`config.mk`:
```
export PLATFORM = sky130hd
export DESIGN_NAME = brwi_top
export DESIGN_NICKNAME = d
export VERILOG_FILES = /design/src/brwi_pkg.sv /design/src/brwi_pulse.sv /design/src/brwi_top.sv
export SDC_FILE = /design/constraint.sdc
export NUM_CORES = 1
export LEC_CHECK = 0
export BUFFER_PORTS_ARGS = -buffer_cell sky130_fd_sc_hd__buf_2
export CORE_MARGIN = 10
export CORE_UTILIZATION = 60
export CTS_CLUSTER_SIZE = 10
export DETAILED_ROUTE_END_ITERATION = 10
export GPL_TIMING_DRIVEN = 0
export PLACE_DENSITY = 0.89
export SETUP_SLACK_MARGIN = 0.2
export SKIP_CTS_REPAIR_TIMING = 1
export SLEW_MARGIN = 25
export SYNTH_ARGS = -nofsm -noshare
export SYNTH_HDL_FRONTEND = slang
export SYNTH_SLANG_ARGS = --single-unit
```
`constraint.sdc`:
```
create_clock -name clk_i -period 11.9 [get_ports clk_i]
set_clock_uncertainty 0.15 [all_clocks]
set_input_delay 1.785 -clock clk_i [delete_from_list [all_inputs] [get_ports clk_i]]
set_output_delay 1.785 -clock clk_i [all_outputs]
set_load 0.01 [all_outputs]
```
`src/brwi_pkg.sv`:
```
// package of constants and types for the button / reset / watchdog / interrupt supervisor
// assumes a single 125 MHz clock domain
// Behaviour
// - action select picks hardware reset, ship mode or nothing after long press
// - long-press expiry with button still low performs chosen action at once
// - warning flag and interrupt raised once press is within warning lead time
// - host may change action mid-press; value at expiry is applied
// - change to hardware reset mid-press is ignored; reset needs whole-press selection
// - with reset-requires-input, reset only if input valid for whole press
// - software power-cycle command starts the same hardware reset sequence
// - digital supply stays on during reset; only system output cycles
// - enabled adapter watchdog resets when no bus transaction within 14 s
// - adapter watchdog disabled after reset; armed only by its enable bit
// - interrupt output active only after valid start-up; none after faulted start
// - interrupt rests released; each event pulls it low for 128 us
// - each interrupt source has a mask; masked events give no pulse
// - unmasking during persisting condition gives no pulse; needs new edge
// - charge-complete flag set on rising edge; charging pauses until resume (no charge control here; only the flag is set)
// - current-limit, voltage-loop, thermal flags set on rising edge of loop activity
// - button flags stay set until read; no new button interrupt before clear
// - timer durations reprogrammed mid-press take effect only after release
// - after ship-mode wake with button held, suppress actions until re-press
package brwi_pkg;
    localparam int unsigned CLK_HZ = 125_000_000;
    localparam int unsigned INT_PULSE_US = 128;
    localparam int unsigned INT_PULSE_CYC = INT_PULSE_US * (CLK_HZ / 1_000_000);
    localparam int unsigned WDOG_S = 14;
    localparam longint unsigned WDOG_CYC = longint'(WDOG_S) * CLK_HZ;
    localparam int unsigned MS_CYC = CLK_HZ / 1000;
    localparam int unsigned TMR_W = 16;
    localparam int unsigned NSRC = 7;
    localparam int unsigned SRC_CV = 0;
    localparam int unsigned SRC_DONE = 1;
    localparam int unsigned SRC_IIN = 2;
    localparam int unsigned SRC_VIN = 3;
    localparam int unsigned SRC_THERM = 4;
    localparam int unsigned SRC_WARN = 5;
    localparam int unsigned SRC_WDOG = 6;
    localparam logic [1:0] ACT_RESET_VAL = 2'h0;

    typedef enum logic [1:0] {
        BRWI_ACT_SOFT_POWER_CYCLE_CMD,
        BRWI_ACT_SHIP,
        BRWI_ACT_NONE,
        BRWI_ACT_NONE2
    } brwi_action_e;

    typedef struct packed {
        logic const_voltage;
        logic charge_done;
        logic input_current_limit;
        logic input_voltage_loop;
        logic thermal_foldback;
    } brwi_status_s;
endpackage

```
`src/brwi_pulse.sv`:
```
// one-shot low pulse generator for the open-drain interrupt pin
// assumes triggers are single-cycle pulses on clk_i
`timescale 1ns/1ps
module brwi_pulse #(
    parameter int unsigned LEN = brwi_pkg::INT_PULSE_CYC
) (
    input wire logic clk_i,
    input wire logic rst_b_i,
    input wire logic trig_i,
    output logic active_o
);
    localparam int unsigned CW = $clog2(LEN + 1);
    logic [CW-1:0] cnt_r;
    logic [CW-1:0] cnt_nxt;

    initial begin
        if (LEN < 1) $error("pulse length must be at least one cycle");
    end

    // a trigger during a pulse restarts it, so back-to-back events merge
    always_comb begin
        cnt_nxt = cnt_r;
        if (trig_i) begin
            cnt_nxt = CW'(LEN);
        end else if (cnt_r != '0) begin
            cnt_nxt = cnt_r - 1'b1;
        end
    end

    always_ff @(posedge clk_i or negedge rst_b_i) begin
        if (!rst_b_i) begin
            cnt_r <= '0;
        end else begin
            cnt_r <= cnt_nxt;
        end
    end

    assign active_o = (cnt_r != '0);
endmodule

```
`src/brwi_top.sv`:
```
// button long-press / soft reset / adapter watchdog / interrupt pulse supervisor
// assumes status inputs and bus activity strobe are synchronous to clk_i; button is a pin
`timescale 1ns/1ps
module brwi_top #(
    parameter longint unsigned WDOG_CYCLES = brwi_pkg::WDOG_CYC,
    parameter int unsigned TICK_CYC = brwi_pkg::MS_CYC
) (
    input wire logic clk_i,
    input wire logic rst_b_i,
    input wire logic pushbutton_in_n_i,
    input wire logic [1:0] long_press_action_sel_i,
    input wire logic [brwi_pkg::TMR_W-1:0] long_press_time_i,
    input wire logic [brwi_pkg::TMR_W-1:0] warning_lead_time_i,
    input wire logic reset_requires_input_i,
    input wire logic vin_valid_i,
    input wire logic soft_power_cycle_cmd_i,
    input wire logic adapter_watchdog_enable_i,
    input wire logic bus_transaction_i,
    input wire logic startup_done_i,
    input wire logic startup_fault_i,
    input wire logic ship_wake_i,
    input wire brwi_pkg::brwi_status_s status_i,
    input wire logic [brwi_pkg::NSRC-1:0] irq_mask_i,
    input wire logic flag_read_i,
    output logic reset_warning_flag_o,
    output logic [brwi_pkg::NSRC-1:0] flags_o,
    output logic power_cycle_o,
    output logic ship_mode_o,
    output logic vdd_on_o,
    output logic int_out_o,
    output logic int_oe_b_o
);
    localparam int unsigned TW = brwi_pkg::TMR_W;
    localparam int unsigned NS = brwi_pkg::NSRC;
    localparam int unsigned DW = $clog2(TICK_CYC + 1);
    localparam int unsigned WW = $clog2(WDOG_CYCLES + 1);

    initial begin
        if (TICK_CYC < 1) $error("tick divider must be at least one cycle");
        if (WDOG_CYCLES < 2) $error("watchdog too short");
    end

    // ----------------------------------------
    // button synchroniser and tick divider
    // ----------------------------------------
    logic btn_s1_r;
    logic btn_s2_r;
    logic [DW-1:0] div_r;
    logic [DW-1:0] div_nxt;
    logic tick;

    always_comb begin
        div_nxt = (div_r == DW'(TICK_CYC - 1)) ? '0 : div_r + 1'b1;
    end
    assign tick = (div_r == DW'(TICK_CYC - 1));

    always_ff @(posedge clk_i or negedge rst_b_i) begin
        if (!rst_b_i) begin
            btn_s1_r <= 1'b1;
            btn_s2_r <= 1'b1;
            div_r <= '0;
        end else begin
            btn_s1_r <= pushbutton_in_n_i;
            btn_s2_r <= btn_s1_r;
            div_r <= div_nxt;
        end
    end

    wire logic pressed = !btn_s2_r;

    // ----------------------------------------
    // long press timing
    // ----------------------------------------
    logic [TW-1:0] cnt_r;
    logic [TW-1:0] cnt_nxt;
    logic [TW-1:0] lp_time_r;
    logic [TW-1:0] lp_time_nxt;
    logic [TW-1:0] warn_time_r;
    logic [TW-1:0] warn_time_nxt;
    logic reset_ok_r;
    logic reset_ok_nxt;
    logic expired_r;
    logic expired_nxt;
    logic warned_r;
    logic warned_nxt;
    logic hold_r;
    logic hold_nxt;
    logic pressed_d_r;
    logic warn_evt;
    logic lp_fire;
    logic btn_reset;
    logic btn_ship;
    logic [1:0] act_r;
    logic [1:0] act_nxt;

    wire logic press_start = pressed && !pressed_d_r;
    wire logic [TW-1:0] warn_at = (warn_time_r >= lp_time_r) ? '0 : lp_time_r - warn_time_r;

    always_comb begin
        cnt_nxt = cnt_r;
        lp_time_nxt = lp_time_r;
        warn_time_nxt = warn_time_r;
        reset_ok_nxt = reset_ok_r;
        expired_nxt = expired_r;
        warned_nxt = warned_r;
        hold_nxt = hold_r;
        act_nxt = act_r;
        warn_evt = 1'b0;
        lp_fire = 1'b0;
        if (ship_wake_i && pressed) begin
            hold_nxt = 1'b1;
        end
        if (!pressed) begin
            cnt_nxt = '0;
            expired_nxt = 1'b0;
            warned_nxt = 1'b0;
            hold_nxt = 1'b0;
            lp_time_nxt = long_press_time_i;
            warn_time_nxt = warning_lead_time_i;
        end else begin
            if (press_start || long_press_action_sel_i != 2'(brwi_pkg::BRWI_ACT_SOFT_POWER_CYCLE_CMD)) begin
                act_nxt = long_press_action_sel_i;
            end
            if (press_start) begin
                reset_ok_nxt = (long_press_action_sel_i == 2'(brwi_pkg::BRWI_ACT_SOFT_POWER_CYCLE_CMD))
                    && (!reset_requires_input_i || vin_valid_i);
            end else if (long_press_action_sel_i != 2'(brwi_pkg::BRWI_ACT_SOFT_POWER_CYCLE_CMD)
                    || (reset_requires_input_i && !vin_valid_i)) begin
                reset_ok_nxt = 1'b0;
            end
            if (tick && !expired_r && !hold_r && !hold_nxt) begin
                cnt_nxt = cnt_r + 1'b1;
                if (!warned_r && cnt_nxt >= warn_at && cnt_nxt < lp_time_r) begin
                    warned_nxt = 1'b1;
                    warn_evt = 1'b1;
                end
                if (cnt_nxt >= lp_time_r) begin
                    expired_nxt = 1'b1;
                    lp_fire = 1'b1;
                end
            end
        end
    end

    always_ff @(posedge clk_i or negedge rst_b_i) begin
        if (!rst_b_i) begin
            cnt_r <= '0;
            lp_time_r <= '1;
            warn_time_r <= '0;
            reset_ok_r <= 1'b0;
            expired_r <= 1'b0;
            warned_r <= 1'b0;
            hold_r <= 1'b0;
            act_r <= brwi_pkg::ACT_RESET_VAL;
            pressed_d_r <= 1'b0;
        end else begin
            cnt_r <= cnt_nxt;
            lp_time_r <= lp_time_nxt;
            warn_time_r <= warn_time_nxt;
            reset_ok_r <= reset_ok_nxt;
            expired_r <= expired_nxt;
            warned_r <= warned_nxt;
            hold_r <= hold_nxt;
            act_r <= act_nxt;
            pressed_d_r <= pressed;
        end
    end

    // held action follows host changes; a switch to reset mid-press keeps the old action
    assign btn_reset = lp_fire && reset_ok_nxt
        && act_nxt == 2'(brwi_pkg::BRWI_ACT_SOFT_POWER_CYCLE_CMD);
    assign btn_ship = lp_fire
        && act_nxt == 2'(brwi_pkg::BRWI_ACT_SHIP);

    // ----------------------------------------
    // adapter watchdog
    // ----------------------------------------
    logic [WW-1:0] wd_r;
    logic [WW-1:0] wd_nxt;
    logic wd_run_r;
    logic wd_run_nxt;
    logic vin_d_r;
    logic wd_fire;

    always_comb begin
        wd_nxt = wd_r;
        wd_run_nxt = wd_run_r;
        wd_fire = 1'b0;
        if (!adapter_watchdog_enable_i || !vin_valid_i) begin
            wd_run_nxt = 1'b0;
            wd_nxt = '0;
        end else if (vin_valid_i && !vin_d_r) begin
            wd_run_nxt = 1'b1;
            wd_nxt = '0;
        end else if (wd_run_r) begin
            if (bus_transaction_i) begin
                wd_run_nxt = 1'b0;
            end else if (wd_r == WW'(WDOG_CYCLES - 1)) begin
                wd_run_nxt = 1'b0;
                wd_fire = 1'b1;
            end else begin
                wd_nxt = wd_r + 1'b1;
            end
        end
    end

    always_ff @(posedge clk_i or negedge rst_b_i) begin
        if (!rst_b_i) begin
            wd_r <= '0;
            wd_run_r <= 1'b0;
            vin_d_r <= 1'b0;
        end else begin
            wd_r <= wd_nxt;
            wd_run_r <= wd_run_nxt;
            vin_d_r <= vin_valid_i;
        end
    end

    // ----------------------------------------
    // reset and ship outputs
    // ----------------------------------------
    logic power_cycle_r;
    logic ship_r;
    logic soft_d_r;

    always_ff @(posedge clk_i or negedge rst_b_i) begin
        if (!rst_b_i) begin
            power_cycle_r <= 1'b0;
            ship_r <= 1'b0;
            soft_d_r <= 1'b0;
        end else begin
            power_cycle_r <= btn_reset || wd_fire
                || (soft_power_cycle_cmd_i && !soft_d_r);
            ship_r <= btn_ship;
            soft_d_r <= soft_power_cycle_cmd_i;
        end
    end

    assign power_cycle_o = power_cycle_r;
    assign ship_mode_o = ship_r;
    assign vdd_on_o = 1'b1;

    // ----------------------------------------
    // flags and interrupt pulses
    // ----------------------------------------
    logic [NS-1:0] flag_r;
    logic [NS-1:0] flag_nxt;
    logic [NS-1:0] cond;
    logic [NS-1:0] cond_d_r;
    logic [NS-1:0] rise;
    logic irq_ok_r;
    logic irq_trig;
    logic pulse_on;

    always_comb begin
        cond = '0;
        cond[brwi_pkg::SRC_CV] = status_i.const_voltage;
        cond[brwi_pkg::SRC_DONE] = status_i.charge_done;
        cond[brwi_pkg::SRC_IIN] = status_i.input_current_limit;
        cond[brwi_pkg::SRC_VIN] = status_i.input_voltage_loop;
        cond[brwi_pkg::SRC_THERM] = status_i.thermal_foldback;
        cond[brwi_pkg::SRC_WARN] = warn_evt;
        cond[brwi_pkg::SRC_WDOG] = wd_fire;
        rise = cond & ~cond_d_r;
        // set wins over the read-clear
        flag_nxt = (flag_read_i ? '0 : flag_r) | rise;
    end

    // button-sourced events only interrupt when their flag was clear or is being read in the same cycle
    always_comb begin
        irq_trig = 1'b0;
        for (int i = 0; i < NS; i++) begin
            if (rise[i] && !irq_mask_i[i]
                && !(i == brwi_pkg::SRC_WARN && flag_r[i] && !flag_read_i)) begin
                irq_trig = irq_ok_r;
            end
        end
    end

    always_ff @(posedge clk_i or negedge rst_b_i) begin
        if (!rst_b_i) begin
            flag_r <= '0;
            cond_d_r <= '0;
            irq_ok_r <= 1'b0;
        end else begin
            flag_r <= flag_nxt;
            cond_d_r <= cond;
            if (startup_done_i && !startup_fault_i) begin
                irq_ok_r <= 1'b1;
            end
        end
    end

    brwi_pulse #(.LEN(brwi_pkg::INT_PULSE_CYC)) u_pulse (
        .clk_i(clk_i),
        .rst_b_i(rst_b_i),
        .trig_i(irq_trig),
        .active_o(pulse_on)
    );

    assign int_out_o = 1'b0;
    assign int_oe_b_o = !pulse_on;
    assign flags_o = flag_r;
    assign reset_warning_flag_o = flag_r[brwi_pkg::SRC_WARN];
endmodule

```
==> metrics.md <==
| Metric | Value |
|---|---|
| Number of different library cells in the post-synthesis netlist | a little over 60 |
| Site row count | 42 |
| Critical Path End Type | flip-flop |
| Total overflow reported by the global router | 0 |
| Initial drt markers | approximately 600 |
| Iteration count of the initial detailed-routing pass | 5 |
| Power density over cell area | 138 mW/mm^2 |
| Area enclosed by the die boundary | around 0.018 sq mm |
| Number of enable-type register cells in the synthesized netlist | 0 |
| WL per Instance | approximately 16 um |
| Max-slew violation total from the final report | 0 |
| Nets in the synthesized netlist | about 990 |
| Transition at the pin with the smallest max-transition slack | roughly 0.78 ns |
| Most common flop cell mapped by yosys | sky130_fd_sc_hd__dfrtp_1 |
| Diodes inserted | 0 |
| Inst Count DP | 1124 |
| Setup TNS | 0 ns |
| Max Fanout on Critical Path | 10 |
| Portion of the clock cycle consumed by the worst path in the final layout | between 40% and 50% |
| Total wire length | ~19000 um |
| Async set-reset flop share out of synthesis | 100% |
| Sw frac | about 29% |
| Post-synthesis average cell area | approximately 9.2 sq um |
| Total CTS buffers | 17 |
| Layout cells sized above 1 | a little over an eighth |
| Proportion of netlist area held by the largest area contributor | between 30% and 40% |
| Most area-consuming cells after synthesis | sky130_fd_sc_hd__dfrtp_1 (38%), sky130_fd_sc_hd__ha_1 (8.1%), sky130_fd_sc_hd__dfstp_2 (5.9%) |
| Final HPWL from detailed placement | ~14000 um |
| Overall Global Routing Usage | 21.0% |
| Register-to-register path setup slack | slightly above 7 ns |
| Sequential share of power | around two fifths |
| DR DRC count | 0 |
| Unrepaired setup endpoints after global routing | false |
| Count of placed standard cells in the final layout, fillers left out | approximately 1200 |
| Min-delay worst type | reg -> reg |
| Routed via count | 6691 |
| Finish-stage setup viols | 0 |
| Worst-path clk slew | around 0.060 ns |
| H-tree levels | 4 |
| Floorplan die width | ~140 um |
| Global-route wire length before repair | 31700 um |
| Clk Latency, worst-skew pair | ~0.43 ns |
| Die Y | around 140 um |
| Cells after Synth | 880 |
| Cell taking the most area after synthesis | sky130_fd_sc_hd__dfrtp_1 |
| VDD IR-drop max | approximately 130 uV |
| Req. time, crit path | about 12 ns |
| Root Buffer | sky130_fd_sc_hd__clkbuf_16 |
| Seq/Total Area, Yosys | roughly 43% |
| Number of global-route vias before repair | 6737 |
| Number of placed I/O pins | between 70 and 80 |
| Number of antenna violations at the first check in global routing | 1 |
| Kind of critical path | reg -> reg |
| Peak clock frequency supported by timing | just over 0.2 GHz |
| Layout net count | approximately 1100 |
| Max-cap violations | 0 |
| Static leakage power | ~0.0042 uW |
| Antenna-violating nets left | 0 |
| Synthesized cell area | between 0.008 and 0.009 sq mm |
| Outcome | complete, no violations |
| Layout Area Growth over Synthesis | 14.6% |
| Core Area | 0.0132 sq mm |
| Via/cell ratio | approximately 5.8 |
| Count of port buffers added during placement | between 60 and 70 |
| TritonCTS clock tree | done |
| Worst slew slack as a fraction of its limit | about 48% |
| Initial core utilization | between 60% and 70% |
| Clock Sink Count | between 100 and 150 |
| Number of synthesized register bits | between 100 and 150 |
| Number of filler cells placed in the layout | approximately 1000 |
| Cell internal power dissipation | ~910 uW |
| Sw Pwr | 363 uW |
| Min Clock Period, post-route | roughly 4.9 ns |
| Hold Fails Final Rpt | 0 |
| Critical path arrival | 5.00 ns |
| Deepest clock path buffer count | 2 |
| Nature of the critical path startpoint | flip-flop |
| Global placer's final weighted congestion | ~0.90 |
| Proportion of power drawn by combinational gates | 17.6% |
| Synthesis warning total | 0 |
| Largest net degree at the start of global routing | between 80 and 90 |
| Clock network fraction of design power | 41.4% |
==> cell usage after synthesis, drive strengths merged, types with 3 or more instances <==
library cell	number
nor4	16
a211oi	6
a21oi	33
nor3b	4
or4	5
nand3	43
nor2b	8
o211ai	3
nand4	16
inv	70
and3	15
nand2b	8
dfstp	18
nand2	83
nor4b	4
or3	14
dfrtp	121
o22ai	7
nor2	75
a2111oi	3
nor3	28
and4	10
o21a	5
clkbuf	23
xor2	38
and2	6
o21ai	63
a211o	4
xnor2	43
o31ai	4
a21o	17
ha	52
buf	7
==> area by class of cell <==
cell class / count / area, sq um / area share [%]
buffer: 30 / 134 / 1.45
clock buffer: 20 / 447 / 4.83
clock inverter: 12 / 141 / 1.53
inverter: 70 / 263 / 2.84
multi-input combinational: 641 / 4170 / 45.1
sequential: 139 / 3500 / 37.9
tap: 176 / 220 / 2.38
timing repair buffer: 68 / 373 / 4.03
==> routing by layer <==
layer | up-vias | wire length, um | track usage [%]
met2 | 189 | 9360 | 35.1
met5 | - | 13 | 0
met4 | 2 | 352 | 7.22
li1 | 3253 | - | -
met1 | 3209 | 8290 | 25.8
met3 | 38 | 955 | 5.46
==> power by group through the flow <==
| stage | sequential [uW] | clock (uW) | combinational, uW |
|---|---|---|---|
| finish | 522 | 527 | 224 |
| global route | 525 | 553 | 252 |
| CTS | 521 | 531 | 222 |
| detailed placement | 528 | 0 | 218 |
| global placement | 528 | 0 | 209 |
| floorplan | 525 | 0 | 156 |
==> final timing paths <==
path                                                  to                startpoint  cells after the start
max reg2reg                u_pulse.cnt_r[10]$_DFFE_PN0P_  lp_time_r[0]$_DFFE_PN1P_                     18
min reg2reg                           btn_s2_r$_DFF_PN1_        btn_s1_r$_DFF_PN1_                      0
max in group asynchronous      lp_time_r[13]$_DFFE_PN1P_                   rst_b_i                      2
min                                   btn_s2_r$_DFF_PN1_        btn_s1_r$_DFF_PN1_                      0
min in group asynchronous   u_pulse.cnt_r[3]$_DFFE_PN0P_                   rst_b_i                      1
max                        u_pulse.cnt_r[10]$_DFFE_PN0P_  lp_time_r[0]$_DFFE_PN1P_                     18
==> through the flow <==
step	power [uW]	hold slack [ns]	util (%)	area [sq um]	worst slack (ns)
2_1_floorplan	681	0.195	-	8060	7.74
3_3_place_gp	737	0.209	65.3	8620	6.99
3_5_place_dp	746	0.213	65.6	8660	7.12
4_1_cts	1270	0.223	70.1	9250	7.08
5_1_grt	1330	0.230	70.1	9250	6.82
6_report	1270	0.223	70.1	9250	7.05
==> critical path, stage by stage (launching register included) <==
cell                       delay [ns]
sky130_fd_sc_hd__dfstp_2         0.55
sky130_fd_sc_hd__inv_1           0.05
sky130_fd_sc_hd__ha_1            0.21
sky130_fd_sc_hd__inv_1           0.07
sky130_fd_sc_hd__fa_1            0.22
sky130_fd_sc_hd__a211oi_1        0.13
sky130_fd_sc_hd__o21a_1          0.26
sky130_fd_sc_hd__o41ai_2         0.37
sky130_fd_sc_hd__a32o_1          0.35
sky130_fd_sc_hd__clkbuf_1        0.35
sky130_fd_sc_hd__nand2_1         0.12
sky130_fd_sc_hd__ha_1            0.32
sky130_fd_sc_hd__a21o_1          0.19
sky130_fd_sc_hd__a21o_1          0.17
sky130_fd_sc_hd__a21o_1          0.18
sky130_fd_sc_hd__a211oi_1        0.51
sky130_fd_sc_hd__or4_1           0.22
sky130_fd_sc_hd__buf_2           0.18
sky130_fd_sc_hd__nand3_1         0.11
==> sequential cells by signal, summed over array words and instances, names as in the netlist, 2 cells and up <==
signal         count
div_r             17
warn_time_r       16
lp_time_r         16
cond_d_r           7
u_pulse.cnt_r     14
flags_o            7
cnt_r             16
wd_r              31
act_r              2
==> layout by cell type, fill, tap and decap left out, types with 25 or more instances in the layout <==
cell / Yosys / routed
sky130_fd_sc_hd__nand3_1: 42 / 42
sky130_fd_sc_hd__o21ai_0: 62 / 62
sky130_fd_sc_hd__buf_2: 2 / 68
sky130_fd_sc_hd__xor2_1: 38 / 38
sky130_fd_sc_hd__clkbuf_1: 23 / 25
sky130_fd_sc_hd__inv_1: 70 / 70
sky130_fd_sc_hd__nor2_1: 75 / 75
sky130_fd_sc_hd__nor3_1: 28 / 28
sky130_fd_sc_hd__ha_1: 52 / 52
sky130_fd_sc_hd__a21oi_1: 33 / 33
sky130_fd_sc_hd__xnor2_1: 43 / 43
sky130_fd_sc_hd__dfrtp_1: 121 / 121
sky130_fd_sc_hd__nand2_1: 83 / 83
==> cells by family after synthesis <==
group	after synthesis	synth area share [%]
muxes	3	0.403
DFF	139	43.4
xor gates and xnor gates	81	8.80
buffers and inverters	100	4.92
other	2	0.0931
adders and majority gates	53	8.32
and+or+nand+nor	344	22.0
AOI/OAI and AO/OA	158	12.0
No activity file was read; power rests on OpenSTA's default activity.
